<file path="config.mk">
export PLATFORM = sky130hd
export DESIGN_NAME = t1_tx_backplane_rate_select
export DESIGN_NICKNAME = d
export VERILOG_FILES = /design/src/hw/t1_tx_rate_pkg.sv /design/src/hw/pin_sync.sv /design/src/hw/t1_tx_backplane_rate_select.sv
export SDC_FILE = /design/constraint.sdc
export NUM_CORES = 1
export LEC_CHECK = 0
export ABC_AREA = 0
export BUFFER_PORTS_ARGS = -buffer_cell sky130_fd_sc_hd__clkbuf_2
export CAP_MARGIN = 20
export CORE_UTILIZATION = 50
export CTS_CLUSTER_SIZE = 12
export DETAILED_ROUTE_END_ITERATION = 10
export GPL_ROUTABILITY_DRIVEN = 0
export PLACE_DENSITY_LB_ADDON = 0.15
export RECOVER_POWER = 50
export SLEW_MARGIN = 25
export SYNTH_ARGS = -nofsm -noshare
export SYNTH_HDL_FRONTEND = slang
export SYNTH_SLANG_ARGS = --single-unit
</file>
<file path="constraint.sdc">
create_clock -name clock -period 2.4 [get_ports clock]
set_input_delay 0.36 -clock clock [delete_from_list [all_inputs] [get_ports clock]]
set_output_delay 0.36 -clock clock [all_outputs]
set_load 0.02 [all_outputs]
</file>
<file path="src/hw/t1_tx_rate_pkg.sv">
// Notes on behaviour
// - Two-bit rate select field resets to 00; its meaning depends on multiplex enable.
// - Rate 00 runs base 1.544 Mbit/s; serial clock pin is input or driven output.
// - In base rate the multiframe sync pin marks each superframe boundary.
// - In base rate the frame sync pin marks each frame; data pin carries payload.
// - Rate 01 runs 2.048 Mbit/s, clocked by the multiframe sync pin.
// - Rate 10 runs 4.096 Mbit/s, clocked by the multiframe sync pin.
// - Rate 11 runs 8.192 Mbit/s, clocked by the multiframe sync pin.
// - In high-speed rates a config bit makes frame sync mark frames or superframes.
// - Multiplex enable 0 uses the rate table; 1 selects multiplexed operation.
package t1_tx_rate_pkg;

    // ------------------------------------------------------------
    // Register map
    // ------------------------------------------------------------
    localparam logic [15:0] TX_IFACE_CTRL_ADDR = 16'h0120;
    localparam logic [15:0] SYNC_CFG_ADDR      = 16'h0109;
    localparam logic [15:0] CLK_DIR_ADDR       = 16'h0121;
    localparam logic [15:0] STATUS_ADDR        = 16'h0122;

    localparam int MUX_EN_BIT   = 2;
    localparam int SYNC_SF_BIT  = 5;
    localparam int CLK_DRV_BIT  = 0;

    localparam logic [7:0] TX_IFACE_CTRL_RESET = 8'h00;
    localparam logic [7:0] SYNC_CFG_RESET      = 8'h00;
    localparam logic [7:0] CLK_DIR_RESET       = 8'h00;

    typedef enum logic [1:0]
    {
        RATE_BASE = 2'b00,
        RATE_2048 = 2'b01,
        RATE_4096 = 2'b10,
        RATE_8192 = 2'b11
    } rate_t;

    // ------------------------------------------------------------
    // Timing
    // ------------------------------------------------------------
    localparam int CLK_FREQ_HZ  = 125_000_000;
    localparam int BASE_CLK_HZ  = 1_544_000;
    // Half period rounds down, so the driven clock runs slightly fast
    localparam int BASE_HALF_CYC = CLK_FREQ_HZ / (2 * BASE_CLK_HZ);
    localparam logic [5:0] BASE_HALF_LAST = 6'(BASE_HALF_CYC - 1);

endpackage

</file>
<file path="src/hw/pin_sync.sv">
`timescale 1ns/1ps
module pin_sync
(
    input  wire logic clock,
    input  wire logic sys_rst,
    input  wire logic pin,
    output logic      level,
    output logic      rise
);
    typedef struct packed
    {
        logic meta;
        logic level;
        logic prev;
    } sync_state_t;

    sync_state_t s_reg;
    sync_state_t s_next;

    // First stage feeds only the second; edges look at later stages
    always_comb
    begin
        s_next.meta  = pin;
        s_next.level = s_reg.meta;
        s_next.prev  = s_reg.level;
    end

    always_ff @(posedge clock)
    begin
        if (sys_rst)
        begin
            s_reg <= '0;
        end
        else
        begin
            s_reg <= s_next;
        end
    end

    assign level = s_reg.level;
    assign rise  = s_reg.level & ~s_reg.prev;
endmodule

</file>
<file path="src/hw/t1_tx_backplane_rate_select.sv">
`timescale 1ns/1ps
module t1_tx_backplane_rate_select
    import t1_tx_rate_pkg::*;
(
    input  wire logic        clock,
    input  wire logic        sys_rst,
    input  wire logic [15:0] reg_addr,
    input  wire logic [7:0]  reg_wdata,
    input  wire logic        reg_wr,
    input  wire logic        reg_rd,
    output logic      [7:0]  reg_rdata,
    input  wire logic        tx_serial_clk_pin_in,
    output logic             tx_serial_clk_pin_out,
    output logic             tx_serial_clk_pin_oe,
    input  wire logic        tx_multiframe_sync_pin,
    input  wire logic        tx_frame_sync_pin,
    input  wire logic        tx_serial_data_pin,
    output logic             tx_bit,
    output logic             tx_bit_valid,
    output logic             frame_mark,
    output logic             superframe_mark,
    output logic      [1:0]  rate_code
);
    // ------------------------------------------------------------
    // State
    // ------------------------------------------------------------
    typedef struct packed
    {
        logic [7:0] ctrl;
        logic [7:0] sync_cfg;
        logic [7:0] clk_dir;
        logic [5:0] div_cnt;
        logic       clk_out;
        logic       clk_oe;
        logic [7:0] rdata;
        logic       bit_q;
        logic       bit_valid;
        logic       frame_mk;
        logic       sframe_mk;
        logic       sync_prev;
        logic       msync_prev;
    } state_t;

    state_t s_reg;
    state_t s_next;

    logic serclk_s;
    logic serclk_rise;
    logic msync_s;
    logic msync_rise;
    logic sync_s;
    logic ser_s;
    logic mux_on;
    logic base_on;
    logic high_on;
    logic drive_clk;
    logic int_rise;
    logic data_edge;

    // ------------------------------------------------------------
    // Pin synchronisers
    // ------------------------------------------------------------
    pin_sync u_serclk
    (
        .clock   (clock),
        .sys_rst (sys_rst),
        .pin     (tx_serial_clk_pin_in),
        .level   (serclk_s),
        .rise    (serclk_rise)
    );

    pin_sync u_msync
    (
        .clock   (clock),
        .sys_rst (sys_rst),
        .pin     (tx_multiframe_sync_pin),
        .level   (msync_s),
        .rise    (msync_rise)
    );

    pin_sync u_sync
    (
        .clock   (clock),
        .sys_rst (sys_rst),
        .pin     (tx_frame_sync_pin),
        .level   (sync_s),
        .rise    ()
    );

    pin_sync u_ser
    (
        .clock   (clock),
        .sys_rst (sys_rst),
        .pin     (tx_serial_data_pin),
        .level   (ser_s),
        .rise    ()
    );

    // ------------------------------------------------------------
    // Next state
    // ------------------------------------------------------------
    always_comb
    begin
        s_next           = s_reg;
        s_next.rdata     = 8'h00;
        s_next.bit_valid = 1'b0;
        s_next.frame_mk  = 1'b0;
        s_next.sframe_mk = 1'b0;

        mux_on    = s_reg.ctrl[MUX_EN_BIT];
        base_on   = !mux_on && (rate_t'(s_reg.ctrl[1:0]) == RATE_BASE);
        high_on   = !mux_on && (rate_t'(s_reg.ctrl[1:0]) != RATE_BASE);
        drive_clk = base_on && s_reg.clk_dir[CLK_DRV_BIT];
        int_rise  = 1'b0;

        if (reg_wr)
        begin
            case (reg_addr)
                TX_IFACE_CTRL_ADDR: s_next.ctrl     = reg_wdata;
                SYNC_CFG_ADDR:      s_next.sync_cfg = reg_wdata;
                CLK_DIR_ADDR:       s_next.clk_dir  = reg_wdata;
                default:            s_next.ctrl     = s_reg.ctrl;
            endcase
        end

        if (reg_rd)
        begin
            case (reg_addr)
                TX_IFACE_CTRL_ADDR: s_next.rdata = s_reg.ctrl;
                SYNC_CFG_ADDR:      s_next.rdata = s_reg.sync_cfg;
                CLK_DIR_ADDR:       s_next.rdata = s_reg.clk_dir;
                STATUS_ADDR:        s_next.rdata = {4'h0, mux_on, drive_clk, high_on, base_on};
                default:            s_next.rdata = 8'h00;
            endcase
        end

        // Local 1.544 MHz source; held low while not driving the pin
        if (drive_clk)
        begin
            if (s_reg.div_cnt == BASE_HALF_LAST)
            begin
                s_next.div_cnt = 6'h00;
                s_next.clk_out = ~s_reg.clk_out;
                int_rise       = ~s_reg.clk_out;
            end
            else
            begin
                s_next.div_cnt = s_reg.div_cnt + 6'h01;
            end
        end
        else
        begin
            s_next.div_cnt = 6'h00;
            s_next.clk_out = 1'b0;
        end
        s_next.clk_oe = drive_clk;

        // High-speed rates clock data on the multiframe sync pin
        if (high_on)
        begin
            data_edge = msync_rise;
        end
        else if (base_on)
        begin
            data_edge = drive_clk ? int_rise : serclk_rise;
        end
        else
        begin
            // Multiplexed operation is handled elsewhere; capture idles
            data_edge = 1'b0;
        end

        if (data_edge)
        begin
            s_next.bit_q      = ser_s;
            s_next.bit_valid  = 1'b1;
            s_next.sync_prev  = sync_s;
            s_next.msync_prev = msync_s;
            if (sync_s && !s_reg.sync_prev)
            begin
                if (base_on || !s_reg.sync_cfg[SYNC_SF_BIT])
                begin
                    s_next.frame_mk = 1'b1;
                end
                else
                begin
                    s_next.sframe_mk = 1'b1;
                end
            end
            if (base_on && msync_s && !s_reg.msync_prev)
            begin
                s_next.sframe_mk = 1'b1;
            end
        end
    end

    always_ff @(posedge clock)
    begin
        if (sys_rst)
        begin
            s_reg          <= '0;
            s_reg.ctrl     <= TX_IFACE_CTRL_RESET;
            s_reg.sync_cfg <= SYNC_CFG_RESET;
            s_reg.clk_dir  <= CLK_DIR_RESET;
        end
        else
        begin
            s_reg <= s_next;
        end
    end

    assign reg_rdata             = s_reg.rdata;
    assign tx_serial_clk_pin_out = s_reg.clk_out;
    assign tx_serial_clk_pin_oe  = s_reg.clk_oe;
    assign tx_bit                = s_reg.bit_q;
    assign tx_bit_valid          = s_reg.bit_valid;
    assign frame_mark            = s_reg.frame_mk;
    assign superframe_mark       = s_reg.sframe_mk;
    assign rate_code             = s_reg.ctrl[1:0];
endmodule

</file>
==> results of run 1 <==
## report_power, final
part           switching (mW)  internal [mW]
Sequential            0.00192          0.937
Clock                   0.299          0.316
Combinational          0.0586         0.0383
Total                   0.359           1.29
## critical path: cells and delay by family, from the launching register on
kind	cells	cell delay, ps
flops	1	380
compound gates	1	340
simple gates	3	1040
## kinds of logic after synthesis
| kind of cell | after synthesis |
|---|---|
| and+or+nand+nor | 107 |
| AOI/OAI and AO/OA | 84 |
| DFF | 56 |
| buffers and inverters | 37 |
| xor gates and xnor gates | 4 |
| muxes | 2 |
| adders and majority gates | 1 |
## through the flow
stage	std cells	total power, mW	area [µm²]	setup slack (ps)	utilization
floorplan	291	1.01	2520	787	-
finish	389	1.65	2810	521	0.587
detailed placement	381	1.06	2730	548	0.569
CTS	389	1.66	2840	527	0.593
global route	389	1.71	2810	409	0.587
global placement	381	1.06	2730	570	0.569
## layout make-up
class	instances	area share
Multi-Input combinational cell	198	0.429
Sequential cell	56	0.399
Timing Repair Buffer	55	0.0961
Tap cell	67	0.0298
Clock buffer	6	0.0258
Clock inverter	2	0.0138
Inverter	5	0.00668
## how the worst min path moves through the flow
| stage | start | endpoint | slack [ps] | cells past startpoint |
|---|---|---|---|---|
| 2_1_floorplan | u_msync.s_next[1]$_SDFF_PP0_ | u_msync.level$_SDFF_PP0_ | 410 | 1 |
| 4_1_cts | tx_serial_data_pin | u_ser.s_next[1]$_SDFF_PP0_ | 250 | 2 |
| 6_report | tx_serial_data_pin | u_ser.s_next[1]$_SDFF_PP0_ | 260 | 2 |
| 5_1_grt | tx_frame_sync_pin | u_sync.s_next[1]$_SDFF_PP0_ | 270 | 2 |
| 3_3_place_gp | u_msync.s_next[1]$_SDFF_PP0_ | u_msync.level$_SDFF_PP0_ | 420 | 1 |
| 3_5_place_dp | u_ser.s_next[1]$_SDFF_PP0_ | u_ser.level$_SDFF_PP0_ | 420 | 1 |
## per-layer routing
| layer | part of all wire | track usage | up-vias | wire length, µm |
|---|---|---|---|---|
| met4 | 0.0067 | 0.0675 | 0 | 38 |
| met5 | 0 | 0 | - | 0 |
| met3 | 0.053 | 0.0290 | 4 | 302 |
| li1 | - | - | 1105 | - |
| met2 | 0.46 | 0.357 | 60 | 2630 |
| met1 | 0.48 | 0.327 | 1012 | 2740 |
## synthesized netlist by cell type, types with 2 or more instances
cell type	instances	area, µm²
xor2_1	2	17.5
and2_1	2	12.5
and3_1	3	18.8
o31ai_1	8	60.1
clkbuf_1	13	48.8
mux2_2	2	22.5
dfxtp_1	56	1120
nand4b_1	5	43.8
nor2_1	12	45.0
and3b_1	2	17.5
o21ai_0	21	105
nand2_1	5	18.8
nor2b_1	13	81.3
a21o_1	7	52.6
clkbuf_2	2	10.0
or3b_2	3	26.3
o211ai_1	3	22.5
o22ai_1	2	12.5
buf_6	2	22.5
nor3_1	2	10.0
a21oi_1	37	185
nand3_1	37	185
inv_1	5	18.8
buf_4	10	75.1
or3_1	2	12.5
buf_2	4	20.0
xnor2_1	2	17.5
or2b_1	2	15.0
nand4_1	10	62.6
==> flow_summary.yaml, run 1 <==
clock_network:
  cts-resized-gates: 0
  clock_latency_ps: 300
  clockBufferDepth: 2
  cts_buffers: 5
  cts_tree: "done"
  cts.sink_count: 56
  cts_setup_buffers: 0
  hold_buffers: 0
  clk_pin_slew_worst_paths_ps: 100
  htreeDepth: 2
  clockRootBuffer: "clkbuf_8"
route:
  drt-initial-drc-count: 172
  viasPerCell: 5.61
  wl_per_cell_um: 14.7
  drc: 0
  vias: 2181
  ant_nets: 0
  dr.pass1.iters: 4
  drt_wl_total_um: 5700
run:
  drv_cap: 1
critical_path:
  crit_start: "rate_code[0]$_SDFFE_PP0P_"
  crit_fanout: 9
  regToRegEndpoint: "frame_mark$_SDFF_PP0_"
  required_ps: 2580
  slowest_delay_ps: 560
  crit_arrival_ps: 2060
  r2r_start: "rate_code[0]$_SDFFE_PP0P_"
  crit_chain: "or3_1 > nor4_4 > nor2_2 > a2111oi_2"
  endpoint: "frame_mark$_SDFF_PP0_"
  r2r_setup_slack_ps: 520
  cp-start-kind: "flip-flop"
  crit_slowest_cell: "or3_1"
  reg2reg_depth: 4
  worstSetupEndpointType: "flip-flop"
  crit_type: "reg2reg"
logic_synthesis:
  synth-xor-area-share: 0.0139
  synthAdderAreaFrac: 0.00496
  synthMuxAreaShare: 0.00893
  synth-compound-area-share: 0.198
  avgSynthCellArea_um2: 8.66
  ys_ff_latch: 56
  synth_top_family_by_area: "simple AND/OR/NAND/NOR gates"
  synth_edf_count: 0
  synthFlopType: "dfxtp_1"
  synth.distinct_cells: 46
  synth-seq-area-share: 0.445
  synth.net_count: 324
  ys_warn_count: 0
  synthSimpleGateAreaFrac: 0.251
  synth_area_um2: 2520
  synthCells: 291
  ys_async_sr_fraction: 0
die:
  io_pins: 48
  die-area_um2: 5330
  die_x_um: 73.0
  start_util: 0.527
  die_y_um: 73.0
  row_count: 25
  coreArea_um2: 4790
global_routing:
  grt_start_max_net_pins: 41
  overflow: 0
  grt_pass1_wl_um: 9280
  grt_pass1_vias: 1897
  antenna_found_initial: 0
  globalRouteTotalUtil: 0.228
final_layout:
  area_growth_syn_to_layout_pct: 11.5
  multi_input_area_um2: 1210
  seq_area_um2: 1120
  largest_register_ffs: 29
  final_cell_mix: "dfxtp_1 (56), nand3_1 (37), a21oi_1 (37), clkbuf_2 (30), o21ai_0 (21)"
  final_common_cell: "dfxtp_1"
  nets: 354
  antenna_cells: 0
  fill_cells: 463
  drive_above_1_share: 0.174
pwr:
  p_leak_nw: 0.932
  power_density_nw_per_um2: 587
  peakVddDrop_mv: 0.305
status:
  violations: "max-capacitance violations, max-slew violations"
  status: "finished, violations left"
timing:
  finClkSkew_ps: 5.40
  drv_slew: 41
  rsz0062_at_grt: "no"
  relSlewSlack: -0.229
  post-route-period-util: 0.783
  hold_viol: 0
  tightest_slew_ps: 1840
  min_period_ps: 1880
  setup_viol: 0
  tns_ps: 0
  clock.fmax_mhz: 532
  hold_slack_ps: 257
placement:
  port_buffers: 47
  hpwl_um: 4070
worst_hold_path:
  hp-class: "in2reg"
Note: power is estimated with default switching activity, not from simulation.
==> inputs of run 2 (changes only) <==
Settings changed: CORE_UTILIZATION 50 to 49.
Clock period 2.4 ns to 1.7 ns, I/O delays scaled along.
==> run 2 against run 1 <==
The flow now finishes without violations. Power increased by 42%. Non-clock buffer count increased by 10. Sequential cell count unchanged. Clock power increased by 43%. Hold slack got worse by 110 ps. Combinational power increased by 44%. First-iteration DRC count decreased by 24%. Clock skew decreased by 0.71 ps. Via count increased by 1.7%. Maximum frequency increased by 16%.
==> flow_summary.yaml, run 2 (synthesis gave the netlist of run 1 again) <==
status:
  status: "finished, final reports clean"
route:
  drt_wl_total_um: 5850
  drc: 0
  viasPerCell: 5.56
  drt-initial-drc-count: 130
  ant_nets: 0
  wl_per_cell_um: 14.7
  dr.pass1.iters: 4
  vias: 2217
die:
  coreArea_um2: 4850
  row_count: 25
  die_y_um: 73.7
  io_pins: 48
  die-area_um2: 5440
  die_x_um: 73.7
  start_util: 0.520
pwr:
  swShare: 0.221
  power_frac_seq: 0.566
  peakVddDrop_mv: 0.484
  internal_power_mw: 1.82
  power.total_mw: 2.34
  power_switching_mw: 0.518
  pwr-share-clk: 0.374
  power_density_nw_per_um2: 803
  p_leak_nw: 0.983
  power_frac_comb: 0.060
timing:
  post-route-period-util: 0.955
  setup_slack_ps: 77.1
  min_period_ps: 1620
  drv_slew: 0
  relSlewSlack: 0.675
  tightest_slew_ps: 486
  finClkSkew_ps: 4.69
  clock.fmax_mhz: 616
  setup_viol: 0
  hold_viol: 0
critical_path:
  crit_fanout: 5
  worstSetupEndpointType: "flip-flop"
  crit_buf_inv: 0
  crit_arrival_ps: 1840
  r2r_start: "rate_code[0]$_SDFFE_PP0P_"
  crit_slowest_cell: "or3_4"
  crit_start: "rate_code[0]$_SDFFE_PP0P_"
  crit_chain: "or3_4 > nor4_4 > nor2_2 > a2111oi_2"
  required_ps: 1910
  cp-start-kind: "flip-flop"
  crit_type: "reg2reg"
  path_delay_family: "simple AND/OR/NAND/NOR gates"
  slowest_delay_ps: 440
clock_network:
  clockRootBuffer: "clkbuf_8"
  htreeDepth: 2
  clk_pin_slew_worst_paths_ps: 100
  cts_tree: "done"
  clockBufferDepth: 2
  cts.sink_count: 56
  cts_setup_buffers: 0
  cts_buffers: 5
  clock_latency_ps: 310
final_layout:
  final_cell_mix: "dfxtp_1 (56), nand3_1 (37), a21oi_1 (37), clkbuf_2 (32), o21ai_0 (21)"
  fin_util: 0.602
  antenna_cells: 0
  fin_area_um2: 2920
  largest_register_ffs: 29
  fin_cells: 399
  drive_above_1_share: 0.214
  multi_input_area_um2: 1230
  final_common_cell: "dfxtp_1"
  area_growth_syn_to_layout_pct: 15.7
  fill_cells: 476
  seq_area_um2: 1120
  nets: 364
placement:
  dp_slack_ps: 23.7
  hpwl_um: 4190
  place_area_um2: 2810
  dp_cells: 391
  port_buffers: 47
global_routing:
  grt_start_max_net_pins: 41
  grt_pass1_vias: 1954
  grt_pass1_wl_um: 9720
  globalRouteTotalUtil: 0.236
  antenna_found_initial: 0
  overflow: 0
worst_hold_path:
  hold_path.startpoint: "tx_serial_clk_pin_in"
  hp-class: "in2reg"
run:
  drv_cap: 0
-- run 2: changes by cell type in the layout (fill, tap and decap cells not counted) --
cell	previous run	this run
buf_12	0	1
buf_4	7	15
clkbuf_1	19	18
clkbuf_2	30	32
ha_1	1	0
ha_2	0	1
o221ai_1	1	0
o221ai_2	0	1
o22ai_1	2	1
o22ai_2	0	1
or3_1	2	1
or3_4	0	1
-- run 2: layer usage --
layer,global-route usage,share of wire
met1,0.335,0.48
met2,0.355,0.47
met3,0.0425,0.044
met4,0.0855,0.014
met5,0,0
-- run 2: worst register-to-register path: cells and delay by family, from the launching register on --
family / cells / cell delay [ps]
flip-flops: 1 / 330
AO/OA/AOI/OAI: 1 / 320
AND/OR/NAND/NOR: 3 / 880
-- run 2: timing repair --
item	CTS	global route
pin swaps	0	3
setup endpoints to repair	1	4
resized for setup	1	3
hold buffers	0	0
-- run 2: final cells by class --
type	instances	area share
Multi-Input combinational cell	198	0.420
Sequential cell	56	0.384
Timing Repair Buffer	65	0.122
Tap cell	67	0.0287
Clock buffer	6	0.0249
Clock inverter	2	0.0133
Inverter	5	0.00643
-- run 2: worst paths after layout --
check	endpoint	slack, ps	cells past startpoint
min	u_serclk.s_next[1]$_SDFF_PP0_	150	2
min reg2reg	u_ser.level$_SDFF_PP0_	450	1
max reg2reg	frame_mark$_SDFF_PP0_	80	4
max	frame_mark$_SDFF_PP0_	80	4
-- run 2: power by group through the flow --
| stage | Clock (mW) | Sequential (mW) | Combinational, mW |
|---|---|---|---|
| 6_report | 0.877 | 1.33 | 0.140 |
| 5_1_grt | 0.947 | 1.33 | 0.152 |
| 4_1_cts | 0.888 | 1.33 | 0.139 |
| 3_5_place_dp | 0 | 1.36 | 0.138 |
| 3_3_place_gp | 0 | 1.36 | 0.137 |
| 2_1_floorplan | 0 | 1.36 | 0.0674 |
-- run 2: stage by stage --
step           TNS [ps]  hold slack [ps]
6_report              0              145
5_1_grt           -7.52              142
4_1_cts               0              143
3_5_place_dp          0              427
3_3_place_gp          0              418
2_1_floorplan         0              383
